==> src/inc/tzu_pkg.sv <==
// constants, register map and state types of the timer zero unit
// assumes one 20 MHz clock and a 32-bit AHB-Lite register port
package tzu_pkg;

  // ----------------------------------------------------------------
  // timing
  // ----------------------------------------------------------------
  localparam int unsigned CLK_PERIOD_NS = 50;
  localparam int unsigned ICYC_PERIOD_NS = 200;
  localparam int unsigned ICYC_CLKS = ICYC_PERIOD_NS / CLK_PERIOD_NS;
  localparam logic [1:0] DIV_LAST = 2'(ICYC_CLKS - 1);
  localparam logic [1:0] WR_INHIBIT_ICYC = 2'h2;

  // ----------------------------------------------------------------
  // register indexes, byte address is four times the index
  // ----------------------------------------------------------------
  localparam logic [9:0] IDX_TIMER_COUNT = 10'h001;
  localparam logic [9:0] IDX_INTERRUPT_CONTROL = 10'h00b;
  localparam logic [9:0] IDX_OPTION_CONFIG = 10'h081;
  localparam logic [9:0] IDX_IRQ_STATUS = 10'h0f0;
  localparam logic [9:0] IDX_IRQ_MASK = 10'h0f1;

  // ----------------------------------------------------------------
  // field positions
  // ----------------------------------------------------------------
  localparam int unsigned BIT_CLOCK_SOURCE_SEL = 5;
  localparam int unsigned BIT_SOURCE_EDGE_SEL = 4;
  localparam int unsigned BIT_PRESCALER_OWNER_SEL = 3;
  localparam int unsigned BIT_OVERFLOW_FLAG = 2;
  localparam int unsigned BIT_OVERFLOW_IRQ_EN = 5;
  localparam int unsigned IRQ_BIT_OVERFLOW = 0;
  localparam int unsigned IRQ_BIT_WDT_POST = 1;

  // ----------------------------------------------------------------
  // reset values
  // ----------------------------------------------------------------
  localparam logic [7:0] OPTION_CONFIG_RST = 8'hff;
  localparam logic [7:0] INTERRUPT_CONTROL_RST = 8'h00;
  localparam logic [7:0] TIMER_COUNT_RST = 8'h00;

  // ----------------------------------------------------------------
  // types
  // ----------------------------------------------------------------
  typedef enum logic [3:0] {
    BUS_IDLE = 4'h1,
    BUS_WRITE = 4'h2,
    BUS_RD_WAIT = 4'h4,
    BUS_RD_DONE = 4'h8
  } tzu_bus_type;

  typedef struct packed {
    tzu_bus_type bus;
    logic [9:0] idx;
    logic [31:0] hrdata;
    logic [7:0] timer_count;
    logic [7:0] option_config;
    logic [7:0] interrupt_control;
    logic [7:0] pre;
    logic [1:0] div;
    logic icyc;
    logic [1:0] inhib;
    logic edge_pend;
    logic ext_s1;
    logic ext_s2;
    logic ext_s3;
    logic [1:0] irq_status;
    logic [1:0] irq_mask;
    logic wdt_post;
  } tzu_state_type;

endpackage

==> src/verilog/tzu_timer_zero_unit.sv <==
// timer zero unit: 8-bit timer/counter with a prescaler shared with
// the watchdog, registers on AHB-Lite, two interrupt lines, OVF_REQ and IRQ.
// assumes sleep, watchdog tick and watchdog clear come from logic on
// CLK; the count pin is asynchronous and is synchronised here.
//
// Overview of operation
// - clear source bit: count instruction cycles
// - count write blocks two instruction cycles
// - set source bit: count count-pin edges
// - edge bit picks rising or falling edge
// - pin synchronised, update at next cycle
// - one prescaler serves counter or watchdog
// - prescaler neither readable nor loadable
// - owner bit and ratio in bits 3:0
// - counter owner: ratios 1:2 to 1:256
// - watchdog owner: ratios 1:1 to 1:128
// - count write clears prescaler when counter owns it, keeps owner
// - watchdog clear clears prescaler when watchdog owns it
// - owner may change at any time
// - roll FFh to 00h sets overflow flag
// - enable bit gates overflow request
// - counter stopped during sleep
//
// Register access over AHB-Lite was left to the implementer.
`timescale 1ns/10ps
module tzu_timer_zero_unit
  import tzu_pkg::*;
(
  // clock and reset
  input wire logic CLK,
  input wire logic RST_N,
  // ahb-lite slave
  input wire logic HSEL,
  input wire logic [31:0] HADDR,
  input wire logic [1:0] HTRANS,
  input wire logic HWRITE,
  input wire logic [2:0] HSIZE,
  input wire logic [31:0] HWDATA,
  input wire logic HREADY,
  output logic [31:0] HRDATA,
  output logic HREADYOUT,
  output logic HRESP,
  // count pin
  input wire logic EXT_COUNT_PIN,
  // core side
  input wire logic SLEEP,
  input wire logic WDT_TICK,
  input wire logic WDT_CLR,
  output logic WDT_POST_TICK,
  output logic OVF_REQ,
  output logic IRQ
);

  // ----------------------------------------------------------------
  // state
  // ----------------------------------------------------------------
  localparam tzu_state_type ST_RST = '{
    bus: BUS_IDLE,
    timer_count: TIMER_COUNT_RST,
    option_config: OPTION_CONFIG_RST,
    interrupt_control: INTERRUPT_CONTROL_RST,
    default: '0
  };

  tzu_state_type r;
  tzu_state_type n;

  logic addr_take;
  logic wr_now;
  logic [7:0] wdat;
  logic cnt_wr;
  logic opt_wr;
  logic int_wr;
  logic stat_wr;
  logic mask_wr;
  logic owner_wdt;
  logic ext_mode;
  logic ext_edge;
  logic src_evt;
  logic evt_ok;
  logic adv;
  logic ovf;
  logic [7:0] tmask;
  logic [7:0] wmask;
  logic [7:0] rd_byte;

  // ----------------------------------------------------------------
  // next state
  // ----------------------------------------------------------------
  always_comb begin
    n = r;
    // bus address phase and data phase strobes
    addr_take = HSEL && HTRANS[1] && HREADY;
    wr_now = (r.bus == BUS_WRITE);
    wdat = HWDATA[7:0];
    cnt_wr = wr_now && (r.idx == IDX_TIMER_COUNT);
    opt_wr = wr_now && (r.idx == IDX_OPTION_CONFIG);
    int_wr = wr_now && (r.idx == IDX_INTERRUPT_CONTROL);
    stat_wr = wr_now && (r.idx == IDX_IRQ_STATUS);
    mask_wr = wr_now && (r.idx == IDX_IRQ_MASK);
    owner_wdt = r.option_config[BIT_PRESCALER_OWNER_SEL];
    ext_mode = r.option_config[BIT_CLOCK_SOURCE_SEL];

    // instruction cycle enable, one pulse every four clocks
    n.div = (r.div == DIV_LAST) ? 2'h0 : 2'(r.div + 2'h1);
    n.icyc = (r.div == DIV_LAST);

    // pin synchroniser, only the second and third stage are looked at
    n.ext_s1 = EXT_COUNT_PIN;
    n.ext_s2 = r.ext_s1;
    n.ext_s3 = r.ext_s2;
    // edge bit clear picks the rising edge, set the falling one
    if (r.option_config[BIT_SOURCE_EDGE_SEL]) begin
      ext_edge = r.ext_s3 && !r.ext_s2;
    end else begin
      ext_edge = !r.ext_s3 && r.ext_s2;
    end

    // source events: a synchronised edge waits for the next cycle
    src_evt = 1'b0;
    if (SLEEP) begin
      n.edge_pend = 1'b0;
    end else if (ext_mode) begin
      src_evt = r.icyc && r.edge_pend;
      n.edge_pend = r.icyc ? ext_edge : (r.edge_pend || ext_edge);
    end else begin
      src_evt = r.icyc;
      n.edge_pend = 1'b0;
    end

    // after a count write the next two instruction cycles are lost
    evt_ok = src_evt && (r.inhib == 2'h0);
    if (r.icyc && !SLEEP && (r.inhib != 2'h0)) begin
      n.inhib = 2'(r.inhib - 2'h1);
    end

    // one shared divider: low bits all ones mark the ratio point
    tmask = 8'((9'h002 << r.option_config[2:0]) - 9'h001);
    wmask = 8'((9'h001 << r.option_config[2:0]) - 9'h001);
    adv = 1'b0;
    n.wdt_post = 1'b0;
    if (!owner_wdt) begin
      if (evt_ok) begin
        adv = ((r.pre & tmask) == tmask);
        n.pre = 8'(r.pre + 8'h01);
      end
    end else begin
      adv = evt_ok;
      if (WDT_TICK) begin
        n.wdt_post = ((r.pre & wmask) == wmask);
        n.pre = 8'(r.pre + 8'h01);
      end
      // watchdog clear also empties the shared divider
      if (WDT_CLR) begin
        n.pre = 8'h00;
      end
    end

    // counter advance and roll-over
    ovf = adv && (r.timer_count == 8'hff);
    if (adv) begin
      n.timer_count = 8'(r.timer_count + 8'h01);
    end
    // a software write beats a same-cycle advance and its roll-over
    if (cnt_wr) begin
      n.timer_count = wdat;
      n.inhib = WR_INHIBIT_ICYC;
      ovf = 1'b0;
      if (!owner_wdt) begin
        n.pre = 8'h00;
      end
    end

    // configuration, owner may be switched while running
    if (opt_wr) begin
      n.option_config = wdat;
    end

    // overflow flag: hardware set wins over a software clear
    if (int_wr) begin
      n.interrupt_control = wdat;
    end
    if (ovf) begin
      n.interrupt_control[BIT_OVERFLOW_FLAG] = 1'b1;
    end

    // sticky status, write one to clear, new events win
    if (stat_wr) begin
      n.irq_status = r.irq_status & ~wdat[1:0];
    end
    n.irq_status[IRQ_BIT_OVERFLOW] = n.irq_status[IRQ_BIT_OVERFLOW] | ovf;
    n.irq_status[IRQ_BIT_WDT_POST] = n.irq_status[IRQ_BIT_WDT_POST] | n.wdt_post;
    if (mask_wr) begin
      n.irq_mask = wdat[1:0];
    end

    // read mux, prescaler has no address on purpose
    unique case (r.idx)
      IDX_TIMER_COUNT: rd_byte = r.timer_count;
      IDX_INTERRUPT_CONTROL: rd_byte = r.interrupt_control;
      IDX_OPTION_CONFIG: rd_byte = r.option_config;
      IDX_IRQ_STATUS: rd_byte = {6'h00, r.irq_status};
      IDX_IRQ_MASK: rd_byte = {6'h00, r.irq_mask};
      default: rd_byte = 8'h00;
    endcase

    // bus phases: writes take no wait, reads take one wait state
    // so that read data never sees a write still in flight
    unique case (r.bus)
      BUS_RD_WAIT: begin
        n.hrdata = {24'h000000, rd_byte};
        n.bus = BUS_RD_DONE;
      end
      BUS_IDLE, BUS_WRITE, BUS_RD_DONE: begin
        if (addr_take) begin
          n.idx = HADDR[11:2];
          n.bus = HWRITE ? BUS_WRITE : BUS_RD_WAIT;
        end else begin
          n.bus = BUS_IDLE;
        end
      end
      default: begin
        n.bus = BUS_IDLE;
      end
    endcase
  end

  // ----------------------------------------------------------------
  // state register
  // ----------------------------------------------------------------
  always_ff @(posedge CLK) begin
    if (!RST_N) begin
      r <= ST_RST;
    end else begin
      r <= n;
    end
  end

  // ----------------------------------------------------------------
  // outputs
  // ----------------------------------------------------------------
  // every answer is okay, unmapped words read zero
  assign HRDATA = r.hrdata;
  assign HREADYOUT = (r.bus != BUS_RD_WAIT);
  assign HRESP = 1'b0;
  assign WDT_POST_TICK = r.wdt_post;
  // level request; flag stays until software clears it
  assign OVF_REQ = r.interrupt_control[BIT_OVERFLOW_IRQ_EN] &&
                   r.interrupt_control[BIT_OVERFLOW_FLAG];
  assign IRQ = |(r.irq_status & r.irq_mask);

  // no write, no sleep, no inhibit, count pin mode without prescaler
  logic quiet_ext;
  assign quiet_ext = !cnt_wr && !SLEEP && (r.inhib == 2'h0) && ext_mode && owner_wdt
                     && !opt_wr;

  // ----------------------------------------------------------------
  // elaboration checks
  // ----------------------------------------------------------------
  // the two-bit divider serves an instruction cycle of one to four clocks
  if ((ICYC_CLKS == 0) || (ICYC_CLKS > 4)) begin : g_bad_icyc
    $error("instruction cycle must span one to four clocks");
  end
endmodule

==> config.mk <==
export PLATFORM = sky130hd
export DESIGN_NAME = tzu_timer_zero_unit
export DESIGN_NICKNAME = d
export VERILOG_FILES = /design/src/inc/tzu_pkg.sv /design/src/verilog/tzu_timer_zero_unit.sv
export SDC_FILE = /design/constraint.sdc
export NUM_CORES = 1
export LEC_CHECK = 0
export BUFFER_PORTS_ARGS = -buffer_cell sky130_fd_sc_hd__buf_2
export CELL_PAD_IN_SITES_DETAIL_PLACEMENT = 1
export CELL_PAD_IN_SITES_GLOBAL_PLACEMENT = 1
export CORE_AREA = 2 2 102 104
export DETAILED_ROUTE_END_ITERATION = 8
export DIE_AREA = 0 0 104 106
export GPL_ROUTABILITY_DRIVEN = 0
export PLACE_DENSITY = 0.91
export REMOVE_ABC_BUFFERS = 1
export SYNTH_ARGS = -nofsm -noshare
export SYNTH_HDL_FRONTEND = slang
export SYNTH_SLANG_ARGS = --single-unit
==> constraint.sdc <==
create_clock -name CLK -period 2.5 [get_ports CLK]
set_input_delay 0.375 -clock CLK [delete_from_list [all_inputs] [get_ports CLK]]
set_output_delay 0.375 -clock CLK [all_outputs]
set_load 0.05 [all_outputs]
Yosys cells after proc, flatten, opt, wreduce, memory -nomap -nowiden
Cells that the tools add are included.

Word-level logic and storage cells: 106. Output and inout port bits: 37. Input port bits: 78. Register bits: 68.

Reductions and logical operators: 30. Shift operators: 2. Equality and inequality tests: 14. Add/subtract/negate cells: 6. Multiplexer cells: 26. Bitwise operators: 9.

Operators with widths (number): $mux 8 (8); $pmux 8 s5 (1); $eq 10x8->1 const B (3); $add 8x1->8 const B (2); $and 8x8->8 (2); $eq 8x8->1 (2); $sub 8x1->8 const B (2); $logic_and 1x1->1 (15); $eq 10x1->1 const B (1); $eq 10x4->1 const B (1); $mux 1 (10); $mux 3 (3); $eq 8x8->1 const B (1); $pmux 4 s2 (1); $reduce_bool 2->1 (4); $shl 1x3->8 const A (1); $shl 2x3->8 const A (1); $mux 2 (3); $reduce_or 2->1 (3); $reduce_or 3->1 (2); $and 2x2->2 (2); $eq 4x1->1 const B (1); $eq 4x2->1 const B (1); $eq 4x3->1 const B (1); 12 further kinds (16).

Longest topological paths before layout
Depth in word-level cells: 9. Depth in mapped cells: 7. Gate-level depth less buffers: 7.

Least setup slack after synthesis
No wires, ideal clock.

Path kind: reg2reg. Start: register r[89] in the netlist's numbering. End: register r, in the netlist HRDATA[2]. Buffers on the path: 1. Slack: 0.649 ns. Data required time: 2.372 ns. Stages on the path, launching flop included: 5. Setup time: 0.128 ns. Data arrival time: 1.724 ns. Period minus slack after synthesis: 1.851 ns. Path through: dfxtp_1 or4b_2 clkbuf_1 a22oi_1 nor2_1.

Cells in the longest elaborated chain, start to end: 1.

RTL lines: start, declared (RTL line tzu_timer_zero_unit.sv:65) `tzu_state_type r;`; start signal, assigned (RTL line tzu_timer_zero_unit.sv:235) `r <= n;`; $eq 4x3->1 (RTL line tzu_timer_zero_unit.sv:209) `unique case (r.bus)`.

No other way between the ends. A chain may end at the register's enable or synchronous reset.

Worst setup path in the final report
Start: register r[89] in the netlist's numbering. End: output port HREADYOUT.

Cells in the longest elaborated chain, start to end: 1.

RTL lines: $ne 4x3->1 (RTL line tzu_timer_zero_unit.sv:244) `assign HREADYOUT = (r.bus != BUS_RD_WAIT);`; end, declared (RTL line tzu_timer_zero_unit.sv:41) `output logic HREADYOUT,`.

No other way between the ends.

==> results.md <==
- Worst slew margin: around 45%
- Critical path required time: between 2000 and 2500 ps
- Combinational Power Share: about a tenth
- Later-pin clock latency in the skew report: between 300 and 400 ps
- Clock buffer depth: 2
- Worst setup slack after layout: 267 ps
- Vias: 3267
- Status: complete, no violations
- Pwr/cell area: ~540 nW/um^2
- Synth Area in Simple Gates: roughly a quarter
- Core area: between 9000 and 10000 sq um
- Adder-Cell Fraction of Synth Area: between 1 and 1.5%
- Antenna Nets Post-Route: 0
- Fin Clk Skew: roughly 9 ps
- Final period util: about nine tenths
- CTS tree: yes
- Number of synthesized flops with an enable pin: 0
- DR iter-0 viols: 100
- Worst reg-to-reg setup slack: ~340 ps
- Drt drc: 0
- Num ports: 115
- CTS H-Tree Depth: 3
- Largest family of logic cells by synthesized area: simple AND/OR/NAND/NOR gates
- Multiplexer share of the synthesized area: under 10%
- Synthesis-stage register bit count: 68
- Seq pwr share: a little over half
- Share of layout cells above drive strength 1: between 15 and 20%
- Post-CTS Resized: 0
- Async S/R FF share, synth: 0%
- Hold_sp: HWRITE
- Final hold violation count: 0
- CP cell instances: or4b_2 -> buf_2
- Worst R2R Path Depth: 6
- Syn_area_per_cell: slightly above 8 sq um
- Leakage power: between 1.5 and 2 nW
- Fmax: around 450 MHz
- Critical path arrival: between 1500 and 2000 ps
- Post-synthesis cell area: around 3600 sq um
- Critical path type: reg -> out
- Antenna diode count: 0
- Seq/Total Area, Yosys: 37.7%
- CP startpoint: r[89]
- Tot GR Track Use: 18.4%
- Buf/Inv on CP: 1
- Synthesized netlist cell count: 434
- Crit. End Element: output pin
- Post-place setup slack: between 300 and 400 ps
- TNS Setup: 0 ps
- Chip Width: around 100 um
- Xor/xnor share of the synthesized area: 1.94%
- Worst r2r src: r[80]
- Count of different cell masters after synthesis: just under 60
- Total CTS buffers: 9
- Fin crit period: between 2000 and 2500 ps
- Largest net degree at the start of global routing: 28
- Design Power: around 2.1 mW
- Yosys warns: 0
- Final setup violation count: 0
- Critical R2R Capture: r[20]
- First-pass GRT wire length: around 17000 um
- Initial core utilization: 36.1%
- Commonest non-fill, non-tap cell in the layout: dfxtp_1
- MaxCap Viol Count: 0
- Hold WC Path Type: in -> reg
- Worst hold stages: 2
- CP Launch Type: register
- Pre-antenna DRT Iters: 4
- Post-Route WL: roughly 10000 um
- Area grow syn2layout: 10.3%
- Setup bufs post-CTS: 0
- Port buffer count: 39
- Setup repair after global routing missed its margin: no
- Most frequent cells in the layout: dfxtp_1, nand2_1, buf_2
- WHS: around 200 ps
- WL/cell: 16.0 um
- Synth Area in Compound Gates: about 18%
- Slowest stage delay, CP: slightly below 900 ps
- Fin. max-slew vios: 0
- Worst-Margin Slew: 822 ps
- Sw Share: between 20% and 30%
- Rows: 37
- GRT overflow: 0
- Number of hold buffers added after cts: 0
- DR vias/cell: between 5 and 6
- Vias in the first global route: roughly 3400
- Root Buffer Master: clkbuf_8
- Worst Path Max Fanout: 11
- Clk slew on worst S/H paths: roughly 80 ps
- Critical path's top delay family: simple AND/OR/NAND/NOR gates
- Hold EP: r[90]
- Clock Power Share: between 30% and 40%
- Hpwl dp: just over 7000 um
- Internal power: ~1.5 mW
- Sw power: 0.631 mW
- VDD IR max: between 0.3 and 0.4 mV
- Slowest stage cell, crit path: or4b_2
- Fin nets: 547
- Die Span Y: 106 um
- Main flop type after synthesis: dfxtp_1
- Num Clock Sinks: 68
- Die ar.: about 11000 sq um
- Initial antenna violation count: 0
==> Yosys cell counts, drive strengths merged (2+ instances only) <==
cell type   n  share of area, %
nor4b       3               1.2
ha          4               1.4
clkbuf     15               1.6
o22ai       2              0.35
nand4       9               1.6
nor2b       4              0.69
inv        11               1.1
o32ai       3              0.73
nor4        2              0.52
or4b        2              0.55
o22a        4              0.97
nand3       9               1.2
o31ai       2              0.42
xnor2       3              0.73
o211ai      2              0.42
a21oi      25               3.6
o21ai      29               4.0
and4        2              0.49
or3         6               1.0
mux2        2              0.62
nor3b       4              0.83
nand2      55               5.7
and3b       2              0.49
mux2i      22               6.1
a221oi      2              0.49
nand2b      6               1.0
and2        7               1.2
and3        6               1.2
a211oi      2              0.42
buf        40               8.1
nor3       11               1.5
a31oi       5              0.87
a22oi      13               2.7
dfxtp      68                38
xor2        5               1.2
nor2       32               3.3
==> flip-flops by register name (all words and copies together) (netlist names) <==
register,flops
HRDATA,8
owner_wdt,1
ext_mode,1
r,55
WDT_POST_TICK,1
n,2
==> worst register-to-register path, stage by stage, from the launching register on <==
cell	delay, ps
dfxtp_1	570
nor4_2	100
buf_4	170
and4_1	330
o32ai_1	380
or4b_1	470
o21ai_1	80
==> power groups by stage <==
| stage | clock (mW) | combinational (mW) | sequential (mW) |
|---|---|---|---|
| 2_1_floorplan | 0 | 0.139 | 1.13 |
| 3_3_place_gp | 0 | 0.193 | 1.13 |
| 3_5_place_dp | 0 | 0.198 | 1.14 |
| 4_1_cts | 0.839 | 0.199 | 1.11 |
| 5_1_grt | 0.888 | 0.217 | 1.11 |
| 6_report | 0.826 | 0.200 | 1.11 |
==> final cells by class <==
| class | instances | area [sq um] |
|---|---|---|
| fillers | 1266 | 6020 |
| multi-input cells | 324 | 1950 |
| flip-flops and latches | 68 | 1360 |
| repair buffers | 51 | 285 |
| well taps | 136 | 170 |
| clock buffers | 9 | 124 |
| clock inverters | 7 | 52.6 |
| inverters | 11 | 41.3 |
==> through the flow <==
stage                     cells  cell area [sq um]  util [%]
after floorplan             403               3350         -
after global placement      590               3800      38.0
after detailed placement    590               3800      38.0
after CTS                   606               3980      39.8
after global routing        606               3980      39.8
final                       606               3980      39.8
==> per-layer routing <==
layer	global-route usage, %	wire length, um	share of wire [%]	vias up
li1	-	-	-	1549
met1	21.9	4100	42	1593
met2	33.1	4940	51	99
met3	2.51	433	4.5	26
met4	8.01	239	2.5	0
met5	0	0	0	-
==> kinds of logic after synthesis <==
kind of cell | after synthesis
AOI/OAI and AO/OA | 100
xor gates and xnor gates | 8
muxes | 24
other | 1
and+or+nand+nor | 163
adders and majority gates | 4
DFF | 68
buffers and inverters | 66
==> worst max-delay path by stage <==
stage                endpoint  depth (start not counted)  slack, ps
finish              HREADYOUT                          2        270
global route        HREADYOUT                          2        210
CTS                 HREADYOUT                          2        250
detailed placement      r[20]                          6        370
global placement        r[20]                          6        430
floorplan           HRDATA[2]                          4        490
Note: power is estimated with default switching activity, not from simulation.
